$ cat src/inc/cprd_defines.vh
// constants for the calibration pattern readout block
`ifndef CPRD_DEFINES_VH
`define CPRD_DEFINES_VH
// command encodings on cmd_code (cs,ras,cas,we style, collapsed)
`define CPRD_CMD_NOP 3'h0
`define CPRD_CMD_READ 3'h1
`define CPRD_CMD_LOAD 3'h2
`define CPRD_CMD_WRITE 3'h3
`define CPRD_CMD_OTHER 3'h4
// bank address of the third mode register
`define CPRD_BA_MR3 3'h3
// third mode register field positions
`define CPRD_MR3_EN_BIT 2
`define CPRD_MR3_PAGE_HI 1
`define CPRD_MR3_PAGE_LO 0
`define CPRD_PAGE_CAL 2'h0
// first mode register burst field: 00 fixed 8, 01 on the fly, 10 chop
`define CPRD_BL_FIXED8 2'h0
`define CPRD_BL_OTF 2'h1
`define CPRD_BL_CHOP4 2'h2
// address bit positions
`define CPRD_A_NIBBLE 2
`define CPRD_A_CHOP 12
// pattern across an eight beat burst, beat 0 in bit 0
`define CPRD_PATTERN 8'haa
// reset values
`define CPRD_MR3_RST 3'h0
`define CPRD_RL_RST 5'h06
`endif

$ cat src/logic/cprd_fifo.v
// small flop fifo holding read requests, pattern or normal
`timescale 1ns/1ps
`default_nettype none
module cprd_fifo #(
    parameter WIDTH = 9,
    parameter DEPTH = 4,
    parameter AW = 2
) (
    // clock and reset
    input wire mclk,
    input wire reset_n,
    // fill side
    input wire in_valid,
    output wire in_ready,
    input wire [WIDTH-1:0] in_data,
    // drain side
    output wire out_valid,
    input wire out_ready,
    output wire [WIDTH-1:0] out_data
);
    reg [WIDTH-1:0] mem_q [0:DEPTH-1]; // storage words
    reg [AW-1:0] wr_q; // write index
    reg [AW-1:0] rd_q; // read index
    reg [AW:0] cnt_q; // fill level
    wire push;
    wire pop;
    integer i;
    assign in_ready = (cnt_q != DEPTH);
    assign out_valid = (cnt_q != 0);
    assign out_data = mem_q[rd_q];
    assign push = in_valid & in_ready;
    assign pop = out_valid & out_ready;
    // --------------------------------------------------------
    // pointers and storage
    // --------------------------------------------------------
    always @(posedge mclk or negedge reset_n) begin
        if (!reset_n) begin
            wr_q <= {AW{1'b0}};
            rd_q <= {AW{1'b0}};
            cnt_q <= {(AW+1){1'b0}};
            for (i = 0; i < DEPTH; i = i + 1) begin
                mem_q[i] <= {WIDTH{1'b0}};
            end
        end else begin
            if (push) begin
                mem_q[wr_q] <= in_data;
                wr_q <= (wr_q == DEPTH - 1) ? {AW{1'b0}} : wr_q + 1'b1;
            end
            if (pop) begin
                rd_q <= (rd_q == DEPTH - 1) ? {AW{1'b0}} : rd_q + 1'b1;
            end
            // simultaneous push and pop keeps level
            if (push && !pop) begin
                cnt_q <= cnt_q + 1'b1;
            end else if (pop && !push) begin
                cnt_q <= cnt_q - 1'b1;
            end
        end
    end
endmodule
`default_nettype wire

$ cat src/logic/cprd_top.v
// calibration pattern readout path of the dram command decoder
// How it works
// enable bit 0 normal, 1 pattern reads
// page select 00 picks calibration pattern
// controller never programs reserved page codes
// controller loads only with banks idle
// every read goes to pattern register
// controller issues only reads while enabled
// reset still works in pattern mode
// prime lanes or all lanes carry pattern
// eight beat and chop, fixed or fly
// controller drives low address bits 00
// eight beat reads: bit2 zero, order 0-7
// chop: bit2 picks lower or upper nibble
// beat 0 is lsb, beat 7 msb
// ignore other address bits, a12 chop select
// pattern always alternates 0,1 across burst
// controller waits delays before pattern reads
// controller writes nothing while enabled
// data appears read latency after command; code drives it one cycle later
// back to back pattern reads allowed
// exit after recovery via load enable 0
// after exit reads and writes use array
// bank address 011 selects third register
`timescale 1ns/1ps
`default_nettype none
`include "cprd_defines.vh"
module cprd_top #(
    parameter DQ_W = 16,
    parameter FIFO_DEPTH = 4,
    parameter FIFO_AW = 2
) (
    // clock and reset
    input wire mclk,
    input wire reset_n,
    // command and address from the controller
    input wire cmd_valid,
    input wire [2:0] cmd_code,
    input wire [2:0] bank_addr,
    input wire [13:0] addr,
    // static configuration
    input wire [1:0] burst_mode,
    input wire [4:0] read_latency_total,
    input wire all_lanes,
    input wire wide_part,
    // array read data for normal reads
    input wire [DQ_W-1:0] array_data,
    // request queue back pressure
    output reg cmd_ready,
    // data lanes toward the pins
    output reg [DQ_W-1:0] dq_out,
    output reg dq_oe,
    // state seen by the rest of the device
    output reg pattern_mode,
    output reg [1:0] page_select,
    output reg reserved_page
);
    // -------------------------------------------------------------
    // state machine codes, one hot
    // -------------------------------------------------------------
    localparam ST_IDLE = 3'b001;
    localparam ST_WAIT = 3'b010;
    localparam ST_BURST = 3'b100;

    reg [2:0] mr3_q; // enable plus page select
    reg [2:0] st_q; // burst engine state
    reg [4:0] wait_q; // latency countdown
    reg [2:0] beat_q; // beat within burst
    reg [2:0] last_q; // final beat index
    reg pat_q; // current burst is pattern
    reg [8:0] head_q; // request being served
    wire is_load;
    wire is_read;
    wire q_valid;
    wire q_ready;
    wire fifo_in_ready;
    wire [8:0] q_data;
    wire [8:0] req;
    wire chop;
    reg [DQ_W-1:0] lanes;

    // choose chop from mode and a12
    function chop_sel;
        input [1:0] mode;
        input a12;
        begin
            if (mode == `CPRD_BL_CHOP4) begin
                chop_sel = 1'b1;
            end else if (mode == `CPRD_BL_OTF) begin
                chop_sel = ~a12; // low a12 chops
            end else begin
                chop_sel = 1'b0;
            end
        end
    endfunction

    assign is_load = cmd_valid && cmd_code == `CPRD_CMD_LOAD &&
        bank_addr == `CPRD_BA_MR3;
    assign is_read = cmd_valid && cmd_code == `CPRD_CMD_READ;
    assign chop = chop_sel(burst_mode, addr[`CPRD_A_CHOP]);
    // request word: pattern flag, chop, nibble, six zero pad bits
    // only bits 2 and 12 are kept for pattern reads //
    assign req = {mr3_q[`CPRD_MR3_EN_BIT], chop,
        addr[`CPRD_A_NIBBLE] & chop, 6'h00};

    // -------------------------------------------------------------
    // read request queue, lets back to back reads stack up
    // -------------------------------------------------------------
    cprd_fifo #(
        .WIDTH(9),
        .DEPTH(FIFO_DEPTH),
        .AW(FIFO_AW)
    ) u_fifo (
        .mclk(mclk),
        .reset_n(reset_n),
        .in_valid(is_read),
        .in_ready(fifo_in_ready),
        .in_data(req),
        .out_valid(q_valid),
        .out_ready(q_ready),
        .out_data(q_data)
    );
    assign q_ready = (st_q == ST_IDLE);

    // -------------------------------------------------------------
    // third mode register; async reset honoured in any mode
    // -------------------------------------------------------------
    always @(posedge mclk or negedge reset_n) begin
        if (!reset_n) begin
            mr3_q <= `CPRD_MR3_RST;
        end else if (is_load) begin
            // enable 0 leaves page bits ignored on exit //
            mr3_q <= addr[2:0];
        end
    end

    // -------------------------------------------------------------
    // lane driver: prime lanes only, or every lane
    // -------------------------------------------------------------
    always @* begin
        lanes = {DQ_W{1'b0}};
        if (all_lanes) begin
            lanes = {DQ_W{1'b1}};
        end else begin
            lanes[0] = 1'b1;
            if (wide_part && DQ_W > 8) begin
                lanes[8] = 1'b1; // upper byte prime lane
            end
        end
    end

    // -------------------------------------------------------------
    // burst engine: latency wait, then beat out
    // -------------------------------------------------------------
    always @(posedge mclk or negedge reset_n) begin
        if (!reset_n) begin
            st_q <= ST_IDLE;
            wait_q <= 5'h00;
            beat_q <= 3'h0;
            last_q <= 3'h0;
            pat_q <= 1'b0;
            head_q <= 9'h000;
            dq_out <= {DQ_W{1'b0}};
            dq_oe <= 1'b0;
        end else begin
            case (st_q)
                ST_IDLE: begin
                    dq_oe <= 1'b0;
                    if (q_valid) begin
                        head_q <= q_data;
                        // queue pop costs one cycle of latency
                        wait_q <= (read_latency_total > 5'h01) ?
                            read_latency_total - 5'h02 : 5'h00;
                        st_q <= ST_WAIT;
                    end
                end
                ST_WAIT: begin
                    if (wait_q == 5'h00) begin
                        pat_q <= head_q[8];
                        // upper nibble starts at beat 4 //
                        beat_q <= head_q[6] ? 3'h4 : 3'h0;
                        last_q <= head_q[7] ?
                            (head_q[6] ? 3'h7 : 3'h3) : 3'h7;
                        st_q <= ST_BURST;
                    end else begin
                        wait_q <= wait_q - 5'h01;
                    end
                end
                ST_BURST: begin
                    dq_oe <= 1'b1;
                    if (pat_q && mr3_q[1:0] == `CPRD_PAGE_CAL) begin
                        // beat n takes pattern bit n //
                        // mask to one bit: a bare shift would be true
                        // for every beat and smear the pattern
                        dq_out <= (((`CPRD_PATTERN >> beat_q) & 8'h01)
                            != 8'h00) ? lanes : {DQ_W{1'b0}};
                    end else begin
                        dq_out <= pat_q ? {DQ_W{1'b0}} : array_data;
                    end
                    beat_q <= beat_q + 3'h1;
                    if (beat_q == last_q) begin
                        st_q <= ST_IDLE;
                    end
                end
                default: begin
                    st_q <= ST_IDLE;
                end
            endcase
        end
    end

    // -------------------------------------------------------------
    // registered status outputs
    // -------------------------------------------------------------
    always @(posedge mclk or negedge reset_n) begin
        if (!reset_n) begin
            cmd_ready <= 1'b0;
            pattern_mode <= 1'b0;
            page_select <= 2'h0;
            reserved_page <= 1'b0;
        end else begin
            cmd_ready <= fifo_in_ready;
            pattern_mode <= mr3_q[`CPRD_MR3_EN_BIT];
            page_select <= mr3_q[1:0];
            // flags a controller slip, data stays low then //
            reserved_page <= mr3_q[2] && mr3_q[1:0] != `CPRD_PAGE_CAL;
        end
    end
endmodule
`default_nettype wire

$ cat config.mk
export PLATFORM = sky130hd
export DESIGN_NAME = cprd_top
export DESIGN_NICKNAME = d
export VERILOG_FILES = /design/src/logic/cprd_fifo.v /design/src/logic/cprd_top.v
export VERILOG_INCLUDE_DIRS = /design/src /design/src/inc
export SDC_FILE = /design/constraint.sdc
export NUM_CORES = 1
export LEC_CHECK = 0
export ABC_AREA = 1
export BUFFER_PORTS_ARGS = -buffer_cell sky130_fd_sc_hd__buf_2
export CELL_PAD_IN_SITES_DETAIL_PLACEMENT = 0
export CELL_PAD_IN_SITES_GLOBAL_PLACEMENT = 1
export CORE_MARGIN = 1.5
export CORE_UTILIZATION = 42
export DETAILED_ROUTE_END_ITERATION = 6
export PLACE_DENSITY_LB_ADDON = 0.1
export SYNTH_ARGS = -nofsm -noshare
export SYNTH_HDL_FRONTEND = slang
export SYNTH_HIERARCHICAL = 1
export SYNTH_SLANG_ARGS = --single-unit
$ cat constraint.sdc
create_clock -name mclk -period 2.55 [get_ports mclk]
set_input_delay 0.1275 -clock mclk [delete_from_list [all_inputs] [get_ports mclk]]
set_output_delay 0.1275 -clock mclk [all_outputs]
set_load 0.02 [all_outputs]
# After elaboration in Yosys (flattened, before gate mapping)
# Index checks and enable logic that the tools add are counted.
# op_classes
n_reduce_logical	23
n_eq_ne	16
n_lt_le_gt_ge	4
n_shift	1
bitwise_logic	6
muxes	32
add_sub_neg	7
# op_table
op	n
$mux 16	3
$bwmux 36	1
$mux 3	9
$mux 9	3
$bmux 9 s2	1
$demux 9 s2	1
$mux 5	3
$pmux 5 s2	1
$reduce_bool 2->1	5
$eq 3x2->1 const B	3
$pmux 3 s3	1
$logic_and 1x1->1	8
$shr 8x3->1 const A	1
$mux 7	1
$add 3x1->3 const B	2
$eq 2x2->1 const B	3
$eq 3x1->1 const B	2
$ge 3x3->1 const B	2
$ne 2x2->1 const B	3
$not 2->3	2
$pmux 3 s2	1
$reduce_and 2->1	3
$reduce_and 3->1	2
$gt 5x1->1 const B	1
other kinds (19)	27
# totals
in_bits	48
register_bits	92

# Depth between registers and ports, before layout
# Gate-level depths: netlist (run 1).
# depth
depth_word	7
mapped_depth	13
depth_no_buf	12

# Modules after synthesis
# The synthesis (run 1) kept the hierarchy.
# by_module_without_submodules
mod	cells_each	n_inst	area_each_um2
cprd_fifo	278	1	2272.2
cprd_top	256	1	2037.0

# Worst setup path before layout (run 1)
# Ideal clock, no wire load.
# synth_path
kind	reg2reg
start	reg st_q[0]
end	reg u_fifo.cnt_q[1]
path_slack_ps	648
path_buffers	0
arrival_ps	1785
path_stages_with_launch	9
setup_ps	117
path_cell_list	dfstp_2 -> inv_1 -> nor3_1 -> nand2_1 -> ha_1 -> inv_1 -> fa_1 -> nand2_1 -> nand2_1
# synth_between
elab_chain_cells	5
word_cells_on_any_way	7
cone_classes	eq/ne (1); mux (1); bitwise (1); reduce/logical (4)
# synth_rtl
item	line_no	source
start: declaration	cprd_top.v:66	reg [2:0] st_q;
start signal: assignment	cprd_top.v:157	st_q <= ST_IDLE;
start signal: assignment	cprd_top.v:174	st_q <= ST_WAIT;
start signal: assignment	cprd_top.v:184	st_q <= ST_BURST;
$eq 3x1->1 *	cprd_top.v:123	assign q_ready = (st_q == ST_IDLE);
named net q_ready	cprd_top.v:75	wire q_ready;
$and 1x1->1 *	cprd_fifo.v:32	assign pop = out_valid & out_ready;
$logic_not 1->1	cprd_fifo.v:53	if (push && !pop) begin
$logic_and 1x1->1	cprd_fifo.v:53	
$mux 3 or $reduce_bool 2->1 (tied branches)	--	
end signal: assignment	cprd_fifo.v:40	cnt_q <= {(AW+1){1'b0}};
end signal: assignment	cprd_fifo.v:54	cnt_q <= cnt_q + 1'b1;
end signal: assignment	cprd_fifo.v:56	cnt_q <= cnt_q - 1'b1;
end: declaration	cprd_fifo.v:24	reg [AW:0] cnt_q;
# The timed path passes the listed nets; every way through them passes the cells marked *.
# A chain may end at the register's enable or synchronous reset.

# Worst setup path in the final report (run 1)
# Ends and elaborated chain as after synthesis.

==> reports/results.ini, run 1 <==
[outcome]
outcome = completed

[critical_path]
r2r_cells = 9
required_ps = 2770
critical_path_peak_fanout = 4
reg2reg_to = u_fifo/cnt_q[1]
critPathKind = flop to flop
cp.arrival_ps = 2160
start_kind = flop
critPathSlowestCell = dfstp_2
end_kind = flop
crit_chain = inv_1 > nor3_1 > buf_4 > nand2_1 > ha_1 > inv_1 > fa_1 > nand2_1 > nand2_1
max_stage_delay_ps = 560
r2r_start = st_q[0]
path_common_cell = nand2_1
r2r_setup_slack_ps = 610
path_buf_inv = 3
crit_family = adder cells

[placement]
gp_congestion = 0.776
io_buffers = 59
hpwlAfterDp_um = 4670

[clock_network]
cts_htree_levels = 3
clockRootBuffer = clkbuf_8
clk_path_buf_depth = 2
numCtsBuffers = 9
cts_setup_buffers = 0
clock-sinks = 61
cts_hold_buf = 1
clk_pin_slew_worst_paths_ps = 70
post_cts_resized = 0
cts_tree = done
clk_latency_ps = 330

[timing]
period_needed_ps = 1940
rsz0062_at_grt = false
setup_violations = 0
fin_skew_ps = 8.23
fmax_mhz = 515
worst_pin_slew_ps = 569
fin_setup_tns_ps = 0
final_hold_viol_count = 0
fin_crit_sh_pct = 76.1
slew_viol_final = 0
max-slew-margin-rel_pct = 62.1

[power]
power.switching_uw = 1600
p_leak_uw = 0.00204
comb_power_share_pct = 36.5
max-vdd-ir-drop_mv = 0.447
clkPwrFrac_pct = 25.4
seqPwrFrac_pct = 38.2
powerDensity_nw_per_um2 = 1110
swShare_pct = 38.1
power_uw = 4180
power.internal_uw = 2590

[yosys]
synthCells = 395
synth_area_um2 = 3180
yosysWarnings = 6
avgSynthCellArea_um2 = 8.05
synth_fp_nets = 453

[routing]
initialDrtViolationCount = 110
wl_per_cell_um = 11.4
route.detailed.drc = 0
wl_um = 6270
ant_nets = 0
vias_per_cell = 4.67
drt_pass1_iterations = 4
dr_total_vias = 2576

[final_layout]
layout_commonest_cell = nand2_1
drive_gt1_share_pct = 22.5
nNetsFinal = 507
multi_input_area_um2 = 1340
area_growth_pct = 18.7
seq_area_um2 = 1530
final_cell_mix = nand2_1, dfrtp_1, buf_2, inv_1, a21oi_1
antenna-diode-count = 0
n_fill_cell = 749

[grt]
grt_max_degree = 26
grt_pass1_vias = 2441
overflow = 0
antenna_found_initial = 0
track_usage_pct = 16.7
grt_pass1_wl_um = 10900

[die]
coreArea_um2 = 7290
ios = 70
fp-row-count = 31
start_util_pct = 43.6
dieArea_um2 = 8100
die_w_um = 90.0
die_h_um = 90.0

[job]
drv_cap = 0

[hold_path]
holdPathEnd = mr3_q[1]
worstHoldPathCells = 3
worstHoldPathType = primary input to flop
min-delay-start = addr[1]

worst min-delay path, stage by stage:
cell and delay (ps):
buf_2 90, inv_1 30, o21ai_0 70
registers in the layout, indices dropped and copies added, names as in the netlist:
name,count
beat_q,3
wait_q,5
last_q,2
dq_out,16
mr3_q,3
reserved_page,1
u_fifo/wr_q,2
pattern_mode,1
st_q,3
u_fifo/rd_q,2
u_fifo/mem_q,12
dq_oe,1
u_fifo/cnt_q,3
pat_q,1
page_select,2
cmd_ready,1
head_q,3
how the worst max path moves through the flow:
stage / startpoint / end / slack [ps] / depth (start not counted)
3_5_place_dp: st_q[0] / u_fifo/cnt_q[1] / 610 / 9
2_1_floorplan: st_q[0] / u_fifo/cnt_q[1] / 650 / 8
4_1_cts: st_q[0] / u_fifo/cnt_q[1] / 590 / 9
5_1_grt: st_q[0] / u_fifo/cnt_q[2] / 420 / 12
3_3_place_gp: st_q[0] / u_fifo/cnt_q[1] / 650 / 9
6_report: st_q[0] / u_fifo/cnt_q[1] / 610 / 9
stage by stage:
stage               hold WS, ps  util (%)  setup slack, ps  instance area, um2  std cells
detailed placement          157      48.2              613                3520        536
global route               77.8      51.7              416                3770        552
floorplan                  -168         -              648                3180        395
CTS                        25.9      51.7              594                3770        552
finish                     38.2      51.7              610                3770        552
global placement            159      48.2              648                3520        536
layer usage:
layer  global-route usage (%)  vias up  wire length (um)
met4                     7.54        0                97
met2                     28.1       33              3080
met3                     2.54        8               171
li1                         -     1364                 -
met5                        0        -                 0
met1                     21.1     1171              2910
cell type report:
cell class                      count  share of cell area (%)
Clock inverter                      4                    2.52
Sequential cell                    61                    40.5
Inverter                           46                    4.58
Tap cell                           99                    3.28
Clock buffer                       11                    4.01
Timing Repair Buffer               67                    9.49
Multi-Input combinational cell    264                    35.6
power by group through the flow:
stage	combinational, uW	sequential [uW]	clock, uW
2_1_floorplan	1080	1690	0
3_3_place_gp	1520	1600	0
3_5_place_dp	1550	1620	0
4_1_cts	1560	1600	1090
5_1_grt	1760	1650	1130
6_report	1530	1600	1060
Note: power is estimated with default switching activity, not from simulation.
==> inputs of run 2 (changes only) <==
clock period = 1.85 ns   (was 2.55 ns; I/O delays follow)
==> run 2 against run 1 <==
Net effect:
- critical endpoint unchanged
- critical path depth is 1 lower
- hold slack better by 2.1 ps
- register-to-register slack worse by 480 ps
- die area stayed put
- sequential share of layout area is 0.43 points lower
- largest cell class unchanged
==> reports/results.ini, run 2 (synthesized netlist as in run 1, its figures left out) <==
[final_layout]
layout_commonest_cell = nand2_1
nNetsFinal = 516  ; +1.8%
final_cell_mix = nand2_1, dfrtp_1, buf_2, inv_1, a21oi_1
top_register = dq_out
largest_reg_flops = 16  ; unchanged
stdcell_area_um2 = 3810  ; +1.1%
drive_gt1_share_pct = 24.7  ; +2.2 points
area_growth_pct = 19.9
largest_registers = dq_out: 16 flops, u_fifo/mem_q: 12 flops, wait_q: 5 flops
layout.cells.non_filler = 561  ; +1.6%
antenna-diode-count = 0  ; unchanged

[clock_network]
clock-sinks = 61  ; unchanged
cts_htree_levels = 3  ; unchanged
cts_tree = done
clk_latency_ps = 340  ; about the same
clk_path_buf_depth = 2  ; unchanged
clockRootBuffer = clkbuf_8
numCtsBuffers = 9  ; unchanged
clk_pin_slew_worst_paths_ps = 70  ; about the same

[critical_path]
crit_chain = inv_2 > nor3_4 > nand2_2 > ha_2 > inv_2 > fa_1 > nand2_1 > nand2_1
critPathKind = flop to flop
critPathSlowestCell = dfstp_2
critical_path_peak_fanout = 3  ; -1
cp.arrival_ps = 1960  ; -200 ps
start_kind = flop
r2r_start = st_q[0]
crit_family = adder cells
end_kind = flop
required_ps = 2080  ; -690 ps
path_buf_inv = 2  ; -1
worstSetupStartpoint = st_q[0]
max_stage_delay_ps = 550  ; about the same

[grt]
grt_pass1_wl_um = 11500  ; +5.7%
antenna_found_initial = 0  ; unchanged
grt_max_degree = 30  ; +15%
grt_pass1_vias = 2488  ; +1.9%
overflow = 0  ; unchanged
track_usage_pct = 17.7  ; +1.1 points

[timing]
fin_crit_sh_pct = 93.2  ; +17 points
worst_pin_slew_ps = 550  ; -18.5 ps
setup_violations = 0  ; unchanged
slew_viol_final = 0  ; unchanged
fin_skew_ps = 9.76  ; +1.52 ps
final_hold_viol_count = 0  ; unchanged
hold_ws_ps = 40.3  ; +2.14 ps
period_needed_ps = 1720  ; -216 ps
max-slew-margin-rel_pct = 63.3  ; +1.2 points
fmax_mhz = 580  ; +13%

[routing]
vias_per_cell = 4.76  ; +1.9%
wl_um = 6630  ; +5.8%
ant_nets = 0  ; unchanged
wl_per_cell_um = 11.8  ; +4.1%
dr_total_vias = 2669  ; +3.6%
route.detailed.drc = 0  ; unchanged
initialDrtViolationCount = 128  ; +16%
drt_pass1_iterations = 4  ; unchanged

[die]
coreArea_um2 = 7290  ; unchanged
ios = 70  ; unchanged
fp-row-count = 31  ; unchanged
die_h_um = 90.0  ; unchanged
start_util_pct = 43.6  ; unchanged
die_w_um = 90.0  ; unchanged
dieArea_um2 = 8100  ; unchanged

[power]
power_uw = 5550  ; +33%
powerDensity_nw_per_um2 = 1460  ; +31%
max-vdd-ir-drop_mv = 0.442  ; -1.2%
p_leak_uw = 0.00205  ; +0.56%

[placement]
place_inst = 540  ; +0.75%
io_buffers = 59  ; unchanged
place_area_um2 = 3560  ; +1.4%
gp_congestion = 0.789  ; +1.7%
hpwlAfterDp_um = 4890  ; +4.6%

[hold_path]
min-delay-start = array_data[13]
worstHoldPathType = primary input to flop

[job]
drv_cap = 0  ; unchanged

[outcome]
outcome = completed

[run 2: cell types whose count changed in the layout (fill, tap and decap cells not counted), sizes merged]
cell,previous run,this run
dlygate4sd3,1,3
clkinvlp,0,2
clkbuf,11,12
buf,66,73
bufinv,3,0
[run 2: layout make-up]
type	count	area [um2]
sequential	61	1530
clock buffer	12	165
tap	99	124
inverter	46	173
fill	769	3480
multi-input combinational	264	1360
clock inverter	3	20.0
timing repair buffer	76	443
[run 2: per-stage QoR]
stage                     utilization (%)  TNS (ps)  setup slack (ps)
after global routing                 52.3     -14.5             -14.5
after global placement               48.9         0              68.2
after floorplan                         -         0              61.3
after detailed placement             48.9         0              23.4
after CTS                            51.8         0              30.7
final                                52.3         0               126
[run 2: path summary, 6_finish.rpt]
check,slack (ps),depth (start not counted),to
max,130,8,u_fifo/cnt_q[1]
min,40,3,dq_out[13]
max reg2reg,130,8,u_fifo/cnt_q[1]
min reg2reg,410,0,page_select[1]
max in group asynchronous,920,3,st_q[0]
min in group asynchronous,270,2,wait_q[2]
[run 2: routing by layer]
layer  track usage [%]  wire length, um
met4              6.35              115
met1              24.0             3170
met3              4.15              208
met2              27.8             3130
met5                 0                0
[run 2: worst register-to-register path: cells and delay by family (launching register included)]
kind	cells	cell delay, ps
buffers and inverters	2	110
adders and majority gates	2	580
and+or+nand+nor	4	380
DFF	1	550
[run 2: report_power, final]
group          leakage, uW  switching [uW]  internal [uW]
sequential        0.000788             370           1820
clock            0.0000905             504            586
combinational      0.00117            1380            890
total              0.00205            2250           3300
[run 2: timing repair]
item | 4_1_cts | 5_1_grt
hold endpoints to repair | 22 | 0
resized for setup | 0 | 5
buffers inserted | 0 | 3
setup endpoints to repair | 0 | 2
hold buffers | 3 | 0
